`src/hw/itu_defs.svh`:
```
// Constants for the instruction translation buffer tag and entry update block.
// Assumes inclusion by bare name from the design module; the package does not include it.
`ifndef ITU_DEFS_SVH
`define ITU_DEFS_SVH

// Internal register select codes
`define ITU_SEL_TAG      2'h0
`define ITU_SEL_INSTR_TLB_ENTRY_PORT  2'h1
`define ITU_SEL_ITB_HOLD 2'h2
`define ITU_SEL_DATA_TLB_ENTRY_PORT  2'h3

// Staged tag, virtual address bits
`define ITU_TAG_HI       42
`define ITU_TAG_LO       13

// Entry write format
`define ITU_W_PFN_HI     52
`define ITU_W_PFN_LO     32
`define ITU_W_RE_HI      11
`define ITU_W_RE_LO      8
`define ITU_W_ASM        4

// Holding register read format
`define ITU_R_ASM        34
`define ITU_R_PFN_HI     33
`define ITU_R_PFN_LO     13
`define ITU_R_RE_HI      11
`define ITU_R_RE_LO      8

// Reset values
`define ITU_PTR_RST      3'h0
`define ITU_VALID_RST    8'h00
`define ITU_DATA_RST     64'h0000_0000_0000_0000

`endif

```
`src/hw/itu_pkg.sv`:
```
// Types for the instruction translation buffer tag and entry update block.
// Assumes itu_defs.svh is on the include path.
`default_nettype none

package itu_pkg;
    typedef logic [2:0]  itu_slot_t;
    typedef logic [29:0] itu_tag_t;
    typedef logic [20:0] itu_pfn_t;
    typedef struct packed {
        logic     asm_en;
        itu_pfn_t page_frame_number;
        logic [3:0] read_en;
    } itu_pte_t;
endpackage

`default_nettype wire

```
`src/hw/itu_itb_update.sv`:
```
// Tag staging register and eight-slot instruction translation buffer with
// entry port, read holding register and data buffer fill output.
// Assumes one internal register access per cycle from privileged software;
// mode input comes from logic on the same clock.
//
// Operation
// Write-only staging register holds next fill tag
// Tag reaches array only on entry write
// Slot chosen at entry write by pointer
// Tag writes honoured only in firmware mode
// Entry port covers eight readable writable entries
// Entry write loads slot tag from staging
// Entry write uses page-table bit positions
// Entry read is two steps via holding
// Every entry access advances the pointer
// Entry port access only in firmware mode
// Holding register refreshed on reads and writes
// Staged tag keeps virtual bits 42 to 13
`include "itu_defs.svh"
`default_nettype none

module itu_itb_update
    import itu_pkg::*;
(
    input  wire logic        clock_in,          // 100 MHz clock
    input  wire logic        rst_in,            // Sync reset, high
    input  wire logic        fw_mode_in,        // Privileged firmware mode
    input  wire logic        ipr_wr_en_in,      // Register write strobe
    input  wire logic        ipr_rd_en_in,      // Register read strobe
    input  wire logic [1:0]  ipr_sel_in,        // Register select
    input  wire logic [63:0] ipr_wdata_in,      // Write data
    output logic      [63:0] ipr_rdata_out,     // Read data
    output logic             ipr_rvalid_out,    // Read data valid pulse
    output logic      [2:0]  itb_ptr_out,       // Entry pointer
    output logic      [7:0]  itb_valid_out,     // Valid per slot
    output logic             dtb_fill_out,      // Data buffer fill pulse
    output logic      [29:0] dtb_fill_tag_out,  // Tag for data buffer fill
    output logic      [63:0] dtb_fill_pte_out   // Raw entry for data buffer
);

    itu_tag_t  stage_ff;
    itu_slot_t ptr_ff;
    itu_pte_t  hold_ff;
    itu_tag_t  tag_ff [8];
    itu_pte_t  pte_ff [8];
    logic [7:0] valid_ff;
    logic [63:0] rdata_ff;
    logic        rvalid_ff;
    logic        dfill_ff;
    itu_tag_t    dtag_ff;
    logic [63:0] dpte_ff;

    logic     tag_wr;
    logic     itb_wr;
    logic     itb_rd;
    logic     hold_rd;
    logic     dtb_wr;
    itu_pte_t nxt_pte;
    logic [63:0] hold_rd_w;

    // Privilege enable for kernel mode is deliberately not an input here
    assign tag_wr  = ipr_wr_en_in && fw_mode_in && ipr_sel_in == `ITU_SEL_TAG;
    assign itb_wr  = ipr_wr_en_in && fw_mode_in && ipr_sel_in == `ITU_SEL_INSTR_TLB_ENTRY_PORT;
    assign dtb_wr  = ipr_wr_en_in && fw_mode_in && ipr_sel_in == `ITU_SEL_DATA_TLB_ENTRY_PORT;
    // Write wins if software issues both in one cycle
    assign itb_rd  = ipr_rd_en_in && !ipr_wr_en_in && fw_mode_in
                     && ipr_sel_in == `ITU_SEL_INSTR_TLB_ENTRY_PORT;
    assign hold_rd = ipr_rd_en_in && fw_mode_in && ipr_sel_in == `ITU_SEL_ITB_HOLD;

    // Unlisted bits of the write format are dropped
    always_comb begin
        nxt_pte.asm_en  = ipr_wdata_in[`ITU_W_ASM];
        nxt_pte.page_frame_number     = ipr_wdata_in[`ITU_W_PFN_HI:`ITU_W_PFN_LO];
        nxt_pte.read_en = ipr_wdata_in[`ITU_W_RE_HI:`ITU_W_RE_LO];
    end

    always_comb begin
        hold_rd_w = `ITU_DATA_RST;
        hold_rd_w[`ITU_R_ASM] = hold_ff.asm_en;
        hold_rd_w[`ITU_R_PFN_HI:`ITU_R_PFN_LO] = hold_ff.page_frame_number;
        hold_rd_w[`ITU_R_RE_HI:`ITU_R_RE_LO] = hold_ff.read_en;
    end

    // Staging register, never readable
    always_ff @(posedge clock_in) begin
        if (rst_in) begin
            stage_ff <= '0;
        end else if (tag_wr) begin
            stage_ff <= ipr_wdata_in[`ITU_TAG_HI:`ITU_TAG_LO];
        end
    end

    // Round-robin pointer: never points at the slot just used
    always_ff @(posedge clock_in) begin
        if (rst_in) begin
            ptr_ff <= `ITU_PTR_RST;
        end else if (itb_wr || itb_rd) begin
            ptr_ff <= ptr_ff + 3'h1;
        end
    end

    // Holding register follows every entry port access
    always_ff @(posedge clock_in) begin
        if (rst_in) begin
            hold_ff <= '0;
        end else if (itb_wr) begin
            hold_ff <= nxt_pte;
        end else if (itb_rd) begin
            hold_ff <= pte_ff[ptr_ff];
        end
    end

    genvar gi;
    generate
        for (gi = 0; gi < 8; gi++) begin : g_slot
            always_ff @(posedge clock_in) begin
                if (rst_in) begin
                    tag_ff[gi]   <= '0;
                    pte_ff[gi]   <= '0;
                    valid_ff[gi] <= 1'b0;
                end else if (itb_wr && ptr_ff == 3'(gi)) begin
                    tag_ff[gi]   <= stage_ff;
                    pte_ff[gi]   <= nxt_pte;
                    valid_ff[gi] <= 1'b1;
                end
            end

        end
    endgenerate

    // Read data: entry port reads return zero, data lands in holding first
    always_ff @(posedge clock_in) begin
        if (rst_in) begin
            rdata_ff  <= `ITU_DATA_RST;
            rvalid_ff <= 1'b0;
        end else begin
            rvalid_ff <= ipr_rd_en_in;
            rdata_ff  <= hold_rd ? hold_rd_w : `ITU_DATA_RST;
        end
    end

    // Data buffer gets the staged tag only with its entry write
    always_ff @(posedge clock_in) begin
        if (rst_in) begin
            dfill_ff <= 1'b0;
            dtag_ff  <= '0;
            dpte_ff  <= `ITU_DATA_RST;
        end else begin
            dfill_ff <= dtb_wr;
            if (dtb_wr) begin
                dtag_ff <= stage_ff;
                dpte_ff <= ipr_wdata_in;
            end
        end
    end

    assign ipr_rdata_out    = rdata_ff;
    assign ipr_rvalid_out   = rvalid_ff;
    assign itb_ptr_out      = ptr_ff;
    assign itb_valid_out    = valid_ff;
    assign dtb_fill_out     = dfill_ff;
    assign dtb_fill_tag_out = dtag_ff;
    assign dtb_fill_pte_out = dpte_ff;
endmodule // itu_itb_update

`default_nettype wire

```
`config.mk`:
```
export PLATFORM = sky130hd
export DESIGN_NAME = itu_itb_update
export DESIGN_NICKNAME = d
export VERILOG_FILES = /design/src/hw/itu_pkg.sv /design/src/hw/itu_itb_update.sv
export VERILOG_INCLUDE_DIRS = /design/src /design/src/hw
export SDC_FILE = /design/constraint.sdc
export NUM_CORES = 1
export LEC_CHECK = 0
export ABC_AREA = 1
export BUFFER_PORTS_ARGS = -buffer_cell sky130_fd_sc_hd__clkbuf_2
export CAP_MARGIN = 30
export CORE_MARGIN = 2
export CORE_UTILIZATION = 60
export DETAILED_ROUTE_END_ITERATION = 16
export PLACE_DENSITY = 0.8
export SLEW_MARGIN = 10
export SYNTH_ARGS = -nofsm -noshare
export SYNTH_HDL_FRONTEND = slang
export SYNTH_SLANG_ARGS = --single-unit
export TNS_END_PERCENT = 1
```
`constraint.sdc`:
```
create_clock -name clock_in -period 3.25 [get_ports clock_in]
set_clock_uncertainty 0.05 [all_clocks]
set_input_delay 0.1625 -clock clock_in [delete_from_list [all_inputs] [get_ports clock_in]]
set_output_delay 0.1625 -clock clock_in [all_outputs]
set_load 0.05 [all_outputs]
```
==> flow_metrics.tcl, run 1 <==
set metrics [dict create \
    status "finished, final reports clean" \
    yosys.cell_types.count 25 \
    gp_congestion 0.838 \
    holdBufCountCts 41 \
    clkPwrFrac 0.413 \
    path_max_fanout 17 \
    endpoint_kind "flop" \
    grt_use_total 0.306 \
    setup_violations 0 \
    cts_setup_buffers 0 \
    r2r_start "itb_ptr_out[2]$_SDFFE_PP0P_" \
    slew_viol_final 0 \
    fp.dieW_um 171 \
    startpoint_type "flop" \
    power_leakage_uw 0.00865 \
    seqPwrFrac 0.497 \
    ant_nets 0 \
    ys_ff_latch 400 \
    post_route_cells_drive_above_1_share 0.144 \
    final_cell_mix "nor2_1 (490), nand2_1 (288), edfxtp_1 (208), clkbuf_2 (203), inv_1 (202)" \
    intPower_uw 8410 \
    grt_pass1_vias 13360 \
    layout.nets 2210 \
    netlist_instances 1942 \
    wl_per_cell_um 17.4 \
    holdCritPathClass "input pin to flop" \
    path_clk_slew_ps 60 \
    fp-row-count 60 \
    place_hpwl_um 25600 \
    ys_seq_area_frac 0.607 \
    cap_violations 0 \
    fin_area_um2 19400 \
    critPathRequiredTime_ps 3450 \
    diodes 0 \
    syn_area_per_cell_um2 8.57 \
    start_util 0.614 \
    viasPerCell 5.43 \
    combPwrFrac 0.090 \
    period_share 0.652 \
    irDropWorstVdd_uv 490 \
    arrival_ps 2320 \
    drtIter0Drc 1489 \
    setup_tns_ps 0 \
    syn_area_um2 16600 \
    rsz0062_at_grt "no" \
    core_area_um2 27100 \
    route.vias.total 13771 \
    antenna_found_initial 0 \
    startpoint "itb_ptr_out[2]$_SDFFE_PP0P_" \
    clk_path_buf_depth 3 \
    root_buffer "clkbuf_16" \
    grt_pass1_wl_um 69400 \
    clock-sinks 400 \
    worstSetupPathType "flop to flop" \
    overflow 0 \
    syn2layout_area_growth_pct 16.8 \
    first_pass_iters 6 \
    cts_tree "yes" \
    clkLatencyLatePin_ps 520 \
    seq_area_um2 10100 \
    min_period_ps 2120 \
    switching_power_uw 2710 \
    htreeDepth 2 \
    final-hold-violation-count 0 \
    ios 242 \
    yosys_warnings 0 \
    cts_buffers 40 \
    p_sw_frac 0.244 \
    holdPathStages 3 \
    tightest_slew_ps 796 \
    multi_input_area_um2 5050 \
    hp-start "ipr_wdata_in[4]" \
    drt_wl_total_um 44100 \
    dieArea_um2 29100 \
    io_buffers 203 \
    p_per_area_nw_per_um2 572 \
    relSlewSlack 0.470 \
    rrSetupSlack_ps 1130 \
    hold_path_end "dtb_fill_pte_out[4]$_SDFFE_PP0P_" \
    r2r_cells 4 \
    worst_r2r_endpoint "pte_ff[1][14]$_SDFFCE_PN0P_" \
    grt_max_degree 105 \
    post_cts_resized 0 \
    fill_cells 1981 \
    die_y_um 171 \
    dpl_cell_area_um2 17700 \
    max_freq_mhz 472 \
    final_common_cell "nor2_1" \
    route.detailed.drc 0 \
]
[cells in the mapped netlist]
library cell / n / area [µm²]
o21ai_0: 125 / 626
buf_1: 10 / 37.5
nand2_2: 2 / 12.5
nand3_1: 162 / 811
clkbuf_1: 76 / 285
dfxtp_1: 192 / 3840
conb_1: 1 / 3.75
nand2_1: 288 / 1080
buf_6: 1 / 11.3
or2_2: 4 / 25.0
edfxtp_1: 208 / 6250
nor2_4: 1 / 11.3
nor3_4: 2 / 32.5
nor2_1: 491 / 1840
buf_2: 35 / 175
nand4_1: 4 / 25.0
inv_2: 3 / 11.3
inv_1: 204 / 766
o21ai_1: 1 / 5.00
nor3_1: 2 / 10.0
buf_4: 38 / 285
clkinv_1: 17 / 63.8
ha_1: 6 / 75.1
nand3b_1: 1 / 7.51
a21oi_1: 68 / 340
[area by class of cell]
| class | instances | share of cell area |
|---|---|---|
| inverter | 224 | 0.0434 |
| clock inverter | 9 | 0.00232 |
| sequential | 400 | 0.519 |
| clock buffer | 63 | 0.0658 |
| multi-input combinational | 1195 | 0.260 |
| timing repair buffer | 272 | 0.0849 |
| tap | 372 | 0.0240 |
[flip-flops by register name (all words and copies together), names as in the netlist, named ones only]
signal and cells:
dtb_fill_pte_out 64, ipr_rdata_out 26, pte_ff 208, hold_ff 26
ipr_rvalid_out 1, stage_ff 30, itb_valid_out 8, dtb_fill_out 1
itb_ptr_out 3, dtb_fill_tag_out 30
[metrics by stage]
step	instances	power (µW)	setup WS [ps]	utilization	hold WS, ps
3_3_place_gp	2422	6540	1010	0.653	350
3_5_place_dp	2422	6570	885	0.653	369
5_1_grt	2535	11400	1060	0.717	46.0
2_1_floorplan	1979	6340	999	-	228
6_report	2535	11100	1130	0.717	22.1
4_1_cts	2535	11100	1130	0.717	7.02
[power by group through the flow]
stage | Clock (µW) | Sequential [µW] | Combinational [µW]
after global routing | 4790 | 5540 | 1090
after detailed placement | 0 | 5630 | 937
after global placement | 0 | 5620 | 919
after floorplan | 0 | 5770 | 570
final | 4590 | 5530 | 1000
after CTS | 4600 | 5530 | 984
[metal layers]
layer  global-route usage  vias to the layer above  wire length, µm  part of all wire
met2                0.497                      873            20300              0.46
met1                0.401                     6366            16700              0.38
met5                    0                        -                0                 0
met4                0.106                        0             1280             0.029
met3               0.0793                      109             5740              0.13
li1                     -                     6423                -                 -
[critical path: stages (launching register included)]
cell,delay [ps]
dfxtp_1,550
inv_1,210
nand4_1,530
buf_4,390
nor2_1,100
[logic make-up (layout without fill, tap and decap cells)]
| family | Yosys count | after routing | share of synthesized area |
|---|---|---|---|
| adders and majority gates | 6 | 6 | 0.00451 |
| and+or+nand+nor | 957 | 957 | 0.232 |
| DFF | 400 | 400 | 0.607 |
| buffers and inverters | 384 | 568 | 0.0983 |
| other | 1 | 38 | 0.000225 |
| AOI/OAI and AO/OA | 194 | 194 | 0.0584 |
[worst max-delay path by stage]
stage / end / slack [ps]
6_report: pte_ff[1][14]$_SDFFCE_PN0P_ / 1130
5_1_grt: pte_ff[1][14]$_SDFFCE_PN0P_ / 1060
4_1_cts: pte_ff[4][13]$_SDFFCE_PN0P_ / 1130
3_5_place_dp: pte_ff[4][13]$_SDFFCE_PN0P_ / 890
3_3_place_gp: pte_ff[6][13]$_SDFFCE_PN0P_ / 1010
2_1_floorplan: pte_ff[3][0]$_SDFFCE_PN0P_ / 1000
Power figures use the tool's default switching activity.
==> run 2, diff against run 1 <==
--- a/config.mk
+++ b/config.mk
@@ -6,13 +6,13 @@
 export SDC_FILE = /design/constraint.sdc
 export NUM_CORES = 1
 export LEC_CHECK = 0
-export ABC_AREA = 1
+export ABC_AREA = 0
 export BUFFER_PORTS_ARGS = -buffer_cell sky130_fd_sc_hd__clkbuf_2
 export CAP_MARGIN = 30
 export CORE_MARGIN = 2
-export CORE_UTILIZATION = 60
+export CORE_UTILIZATION = 51
 export DETAILED_ROUTE_END_ITERATION = 16
-export PLACE_DENSITY = 0.8
+export PLACE_DENSITY = 0.72
 export SLEW_MARGIN = 10
 export SYNTH_ARGS = -nofsm -noshare
 export SYNTH_HDL_FRONTEND = slang
==> constraint.sdc (replaced) <==
create_clock -name clock_in -period 1.78 [get_ports clock_in]
set_clock_uncertainty 0.05 [all_clocks]
set_input_delay 0.089 -clock clock_in [delete_from_list [all_inputs] [get_ports clock_in]]
set_output_delay 0.089 -clock clock_in [all_outputs]
set_load 0.05 [all_outputs]
==> run 2 against run 1 <==
Worst hold slack better by 42 ps. Via count decreased by 14%. Count of clock-buffer cells in the layout is 8 lower. Utilization down 8.6 points. Critical path type unchanged. Largest power group unchanged.
==> flow_metrics.tcl, run 2 <==
set metrics [dict create \
    fin_ws_ps 143 \
    final_cell_mix "nand2_1 (258), edfxtp_1 (208), clkbuf_2 (202), dfxtp_1 (188), and3_1 (131)" \
    clk_path_buf_depth 3 \
    synth_ff_type "edfxtp_1" \
    seqPwrFrac 0.494 \
    post_route_cells_drive_above_1_share 0.197 \
    path_max_fanout 33 \
    fp-row-count 65 \
    final_common_cell "nand2_1" \
    place_hpwl_um 25400 \
    syn2layout_area_growth_pct 21.9 \
    synth_top_cell_area_share 0.383 \
    pre_cts_ws_ps -24.2 \
    synth_edf_count 208 \
    synthTopCellsByCount "nand2_1 (266), edfxtp_1 (208), dfxtp_1 (192)" \
    totalPowerFinal_uw 20300 \
    multi_input_area_um2 5550 \
    ys_seq_area_frac 0.619 \
    cts_setup_buffers 0 \
    setup_violations 0 \
    synth_top_area_cell "edfxtp_1" \
    ys_ff_latch 400 \
    rsz0062_at_grt "no" \
    critPathRequiredTime_ps 2100 \
    largest_register_ffs 208 \
    power_leakage_uw 0.00799 \
    r2r_cells 6 \
    yosys_warnings 0 \
    io_buffers 203 \
    combPwrFrac 0.075 \
    synth.area.top_cells "edfxtp_1 (38%), dfxtp_1 (24%), mux2i_1 (6.1%)" \
    p_per_area_nw_per_um2 1020 \
    period_share 0.920 \
    cap_violations 0 \
    viasPerCell 5.56 \
    htreeDepth 2 \
    cts_buffers 41 \
    relSlewSlack 0.627 \
    route.detailed.drc 0 \
    whs_ps 64.6 \
    post-route-util 0.631 \
    path_cells "buf_12, buf_12, mux2i_1, a22oi_1, nand3_1, o21ai_0" \
    startpoint_type "flop" \
    slowest_stage "dfxtp_4" \
    core_area_um2 31500 \
    final-hold-violation-count 0 \
    antenna_found_initial 1 \
    gp_congestion 0.823 \
    holdCritPathClass "input pin to flop" \
    intPower_uw 15600 \
    netlist_instances 1473 \
    start_util 0.518 \
    status "finished, final reports clean" \
    path_clk_slew_ps 60 \
    irDropWorstVdd_uv 773 \
    route.vias.total 11903 \
    worstSetupPathDepth 6 \
    cts_tree "yes" \
    overflow 0 \
    drt_wl_total_um 42600 \
    max_freq_mhz 611 \
    arrival_ps 1960 \
    first_pass_iters 5 \
    layout.nets 1782 \
    async_flop_share 0 \
    setup_tns_ps 0 \
    tightest_slew_ps 560 \
    syn_area_per_cell_um2 11.1 \
    crit_path_frequent_cell "buf_12" \
    seq_area_um2 10100 \
    wl_per_cell_um 19.9 \
    min_period_ps 1640 \
    diodes 0 \
    endpoint_kind "flop" \
    slew_viol_final 0 \
    ios 242 \
    clkPwrFrac 0.431 \
    syn_area_um2 16300 \
    clock-sinks 400 \
    grt_max_degree 96 \
    synth_most_common_cell "nand2_1" \
    critical_path.top_delay_family "buffers and inverters" \
    die_y_um 183 \
    critPathMaxStageDelay_ps 410 \
    drtIter0Drc 1007 \
    grt_use_total 0.257 \
    dieArea_um2 33400 \
    regMostFlops "pte_ff" \
    switching_power_uw 4660 \
    ant_nets 0 \
    critPathBufInv 2 \
    grt_pass1_wl_um 66600 \
    fp.dieW_um 183 \
    root_buffer "clkbuf_16" \
    fill_cells 2424 \
    holdPathStages 2 \
    grt_pass1_vias 11717 \
    worstSetupPathType "flop to flop" \
    clkLatencyLatePin_ps 540 \
    p_sw_frac 0.230 \
    yosys.cell_types.count 38 \
]
[run 2: metal layers]
layer,GRT usage,vias up,share of wire
met5,0,-,0
met4,0.0700,0,0.022
met2,0.426,552,0.48
met3,0.0579,62,0.089
met1,0.340,5729,0.41
li1,-,5560,-
[run 2: power groups by stage]
stage | registers [µW] | clock network, µW | logic [µW]
finish | 10000 | 8750 | 1520
global route | 10000 | 9260 | 1610
CTS | 10000 | 8890 | 1500
detailed placement | 10200 | 0 | 1380
global placement | 10200 | 0 | 1360
floorplan | 10300 | 0 | 817
[run 2: timing repair]
action,4_1_cts,5_1_grt
resized for setup,1,1
hold endpoints to repair,158,0
hold buffers,65,0
endpoints found under the setup margin,26,26
[run 2: logic make-up (layout without fill, tap and decap cells)]
| group | Yosys count | count (layout) | synth area share |
|---|---|---|---|
| buffers and inverters | 167 | 394 | 0.0515 |
| DFF | 400 | 400 | 0.619 |
| other | 1 | 38 | 0.000230 |
| adders and majority gates | 6 | 6 | 0.00461 |
| xor gates and xnor gates | 1 | 1 | 0.000538 |
| muxes | 103 | 103 | 0.0649 |
| AOI/OAI and AO/OA | 238 | 238 | 0.0867 |
| and+or+nand+nor | 557 | 557 | 0.172 |
[run 2: worst paths after layout]
check	from	to	slack (ps)
min reg2reg	stage_ff[12]$_SDFFE_PP0P_	dtb_fill_tag_out[12]$_SDFFE_PP0P_	400
max	flop	hold_ff[3]$_SDFFE_PP0P_	140
min	ipr_wdata_in[4]	pte_ff[6][25]$_SDFFCE_PN0P_	60
max reg2reg	flop	hold_ff[3]$_SDFFE_PP0P_	140
[run 2: through the flow]
stage	instance area (µm²)	instances
after floorplan	16500	1510
after global placement	17800	1999
after detailed placement	17800	1999
after CTS	19900	2139
after global routing	19900	2139
final	19900	2139
[run 2: cell type report]
type	instances	area share
repair buffers	315	0.116
flip-flops and latches	400	0.509
multi-input cells	943	0.279
inverters	4	0.000756
clock inverters	20	0.0111
clock buffers	55	0.0589
well taps	402	0.0253
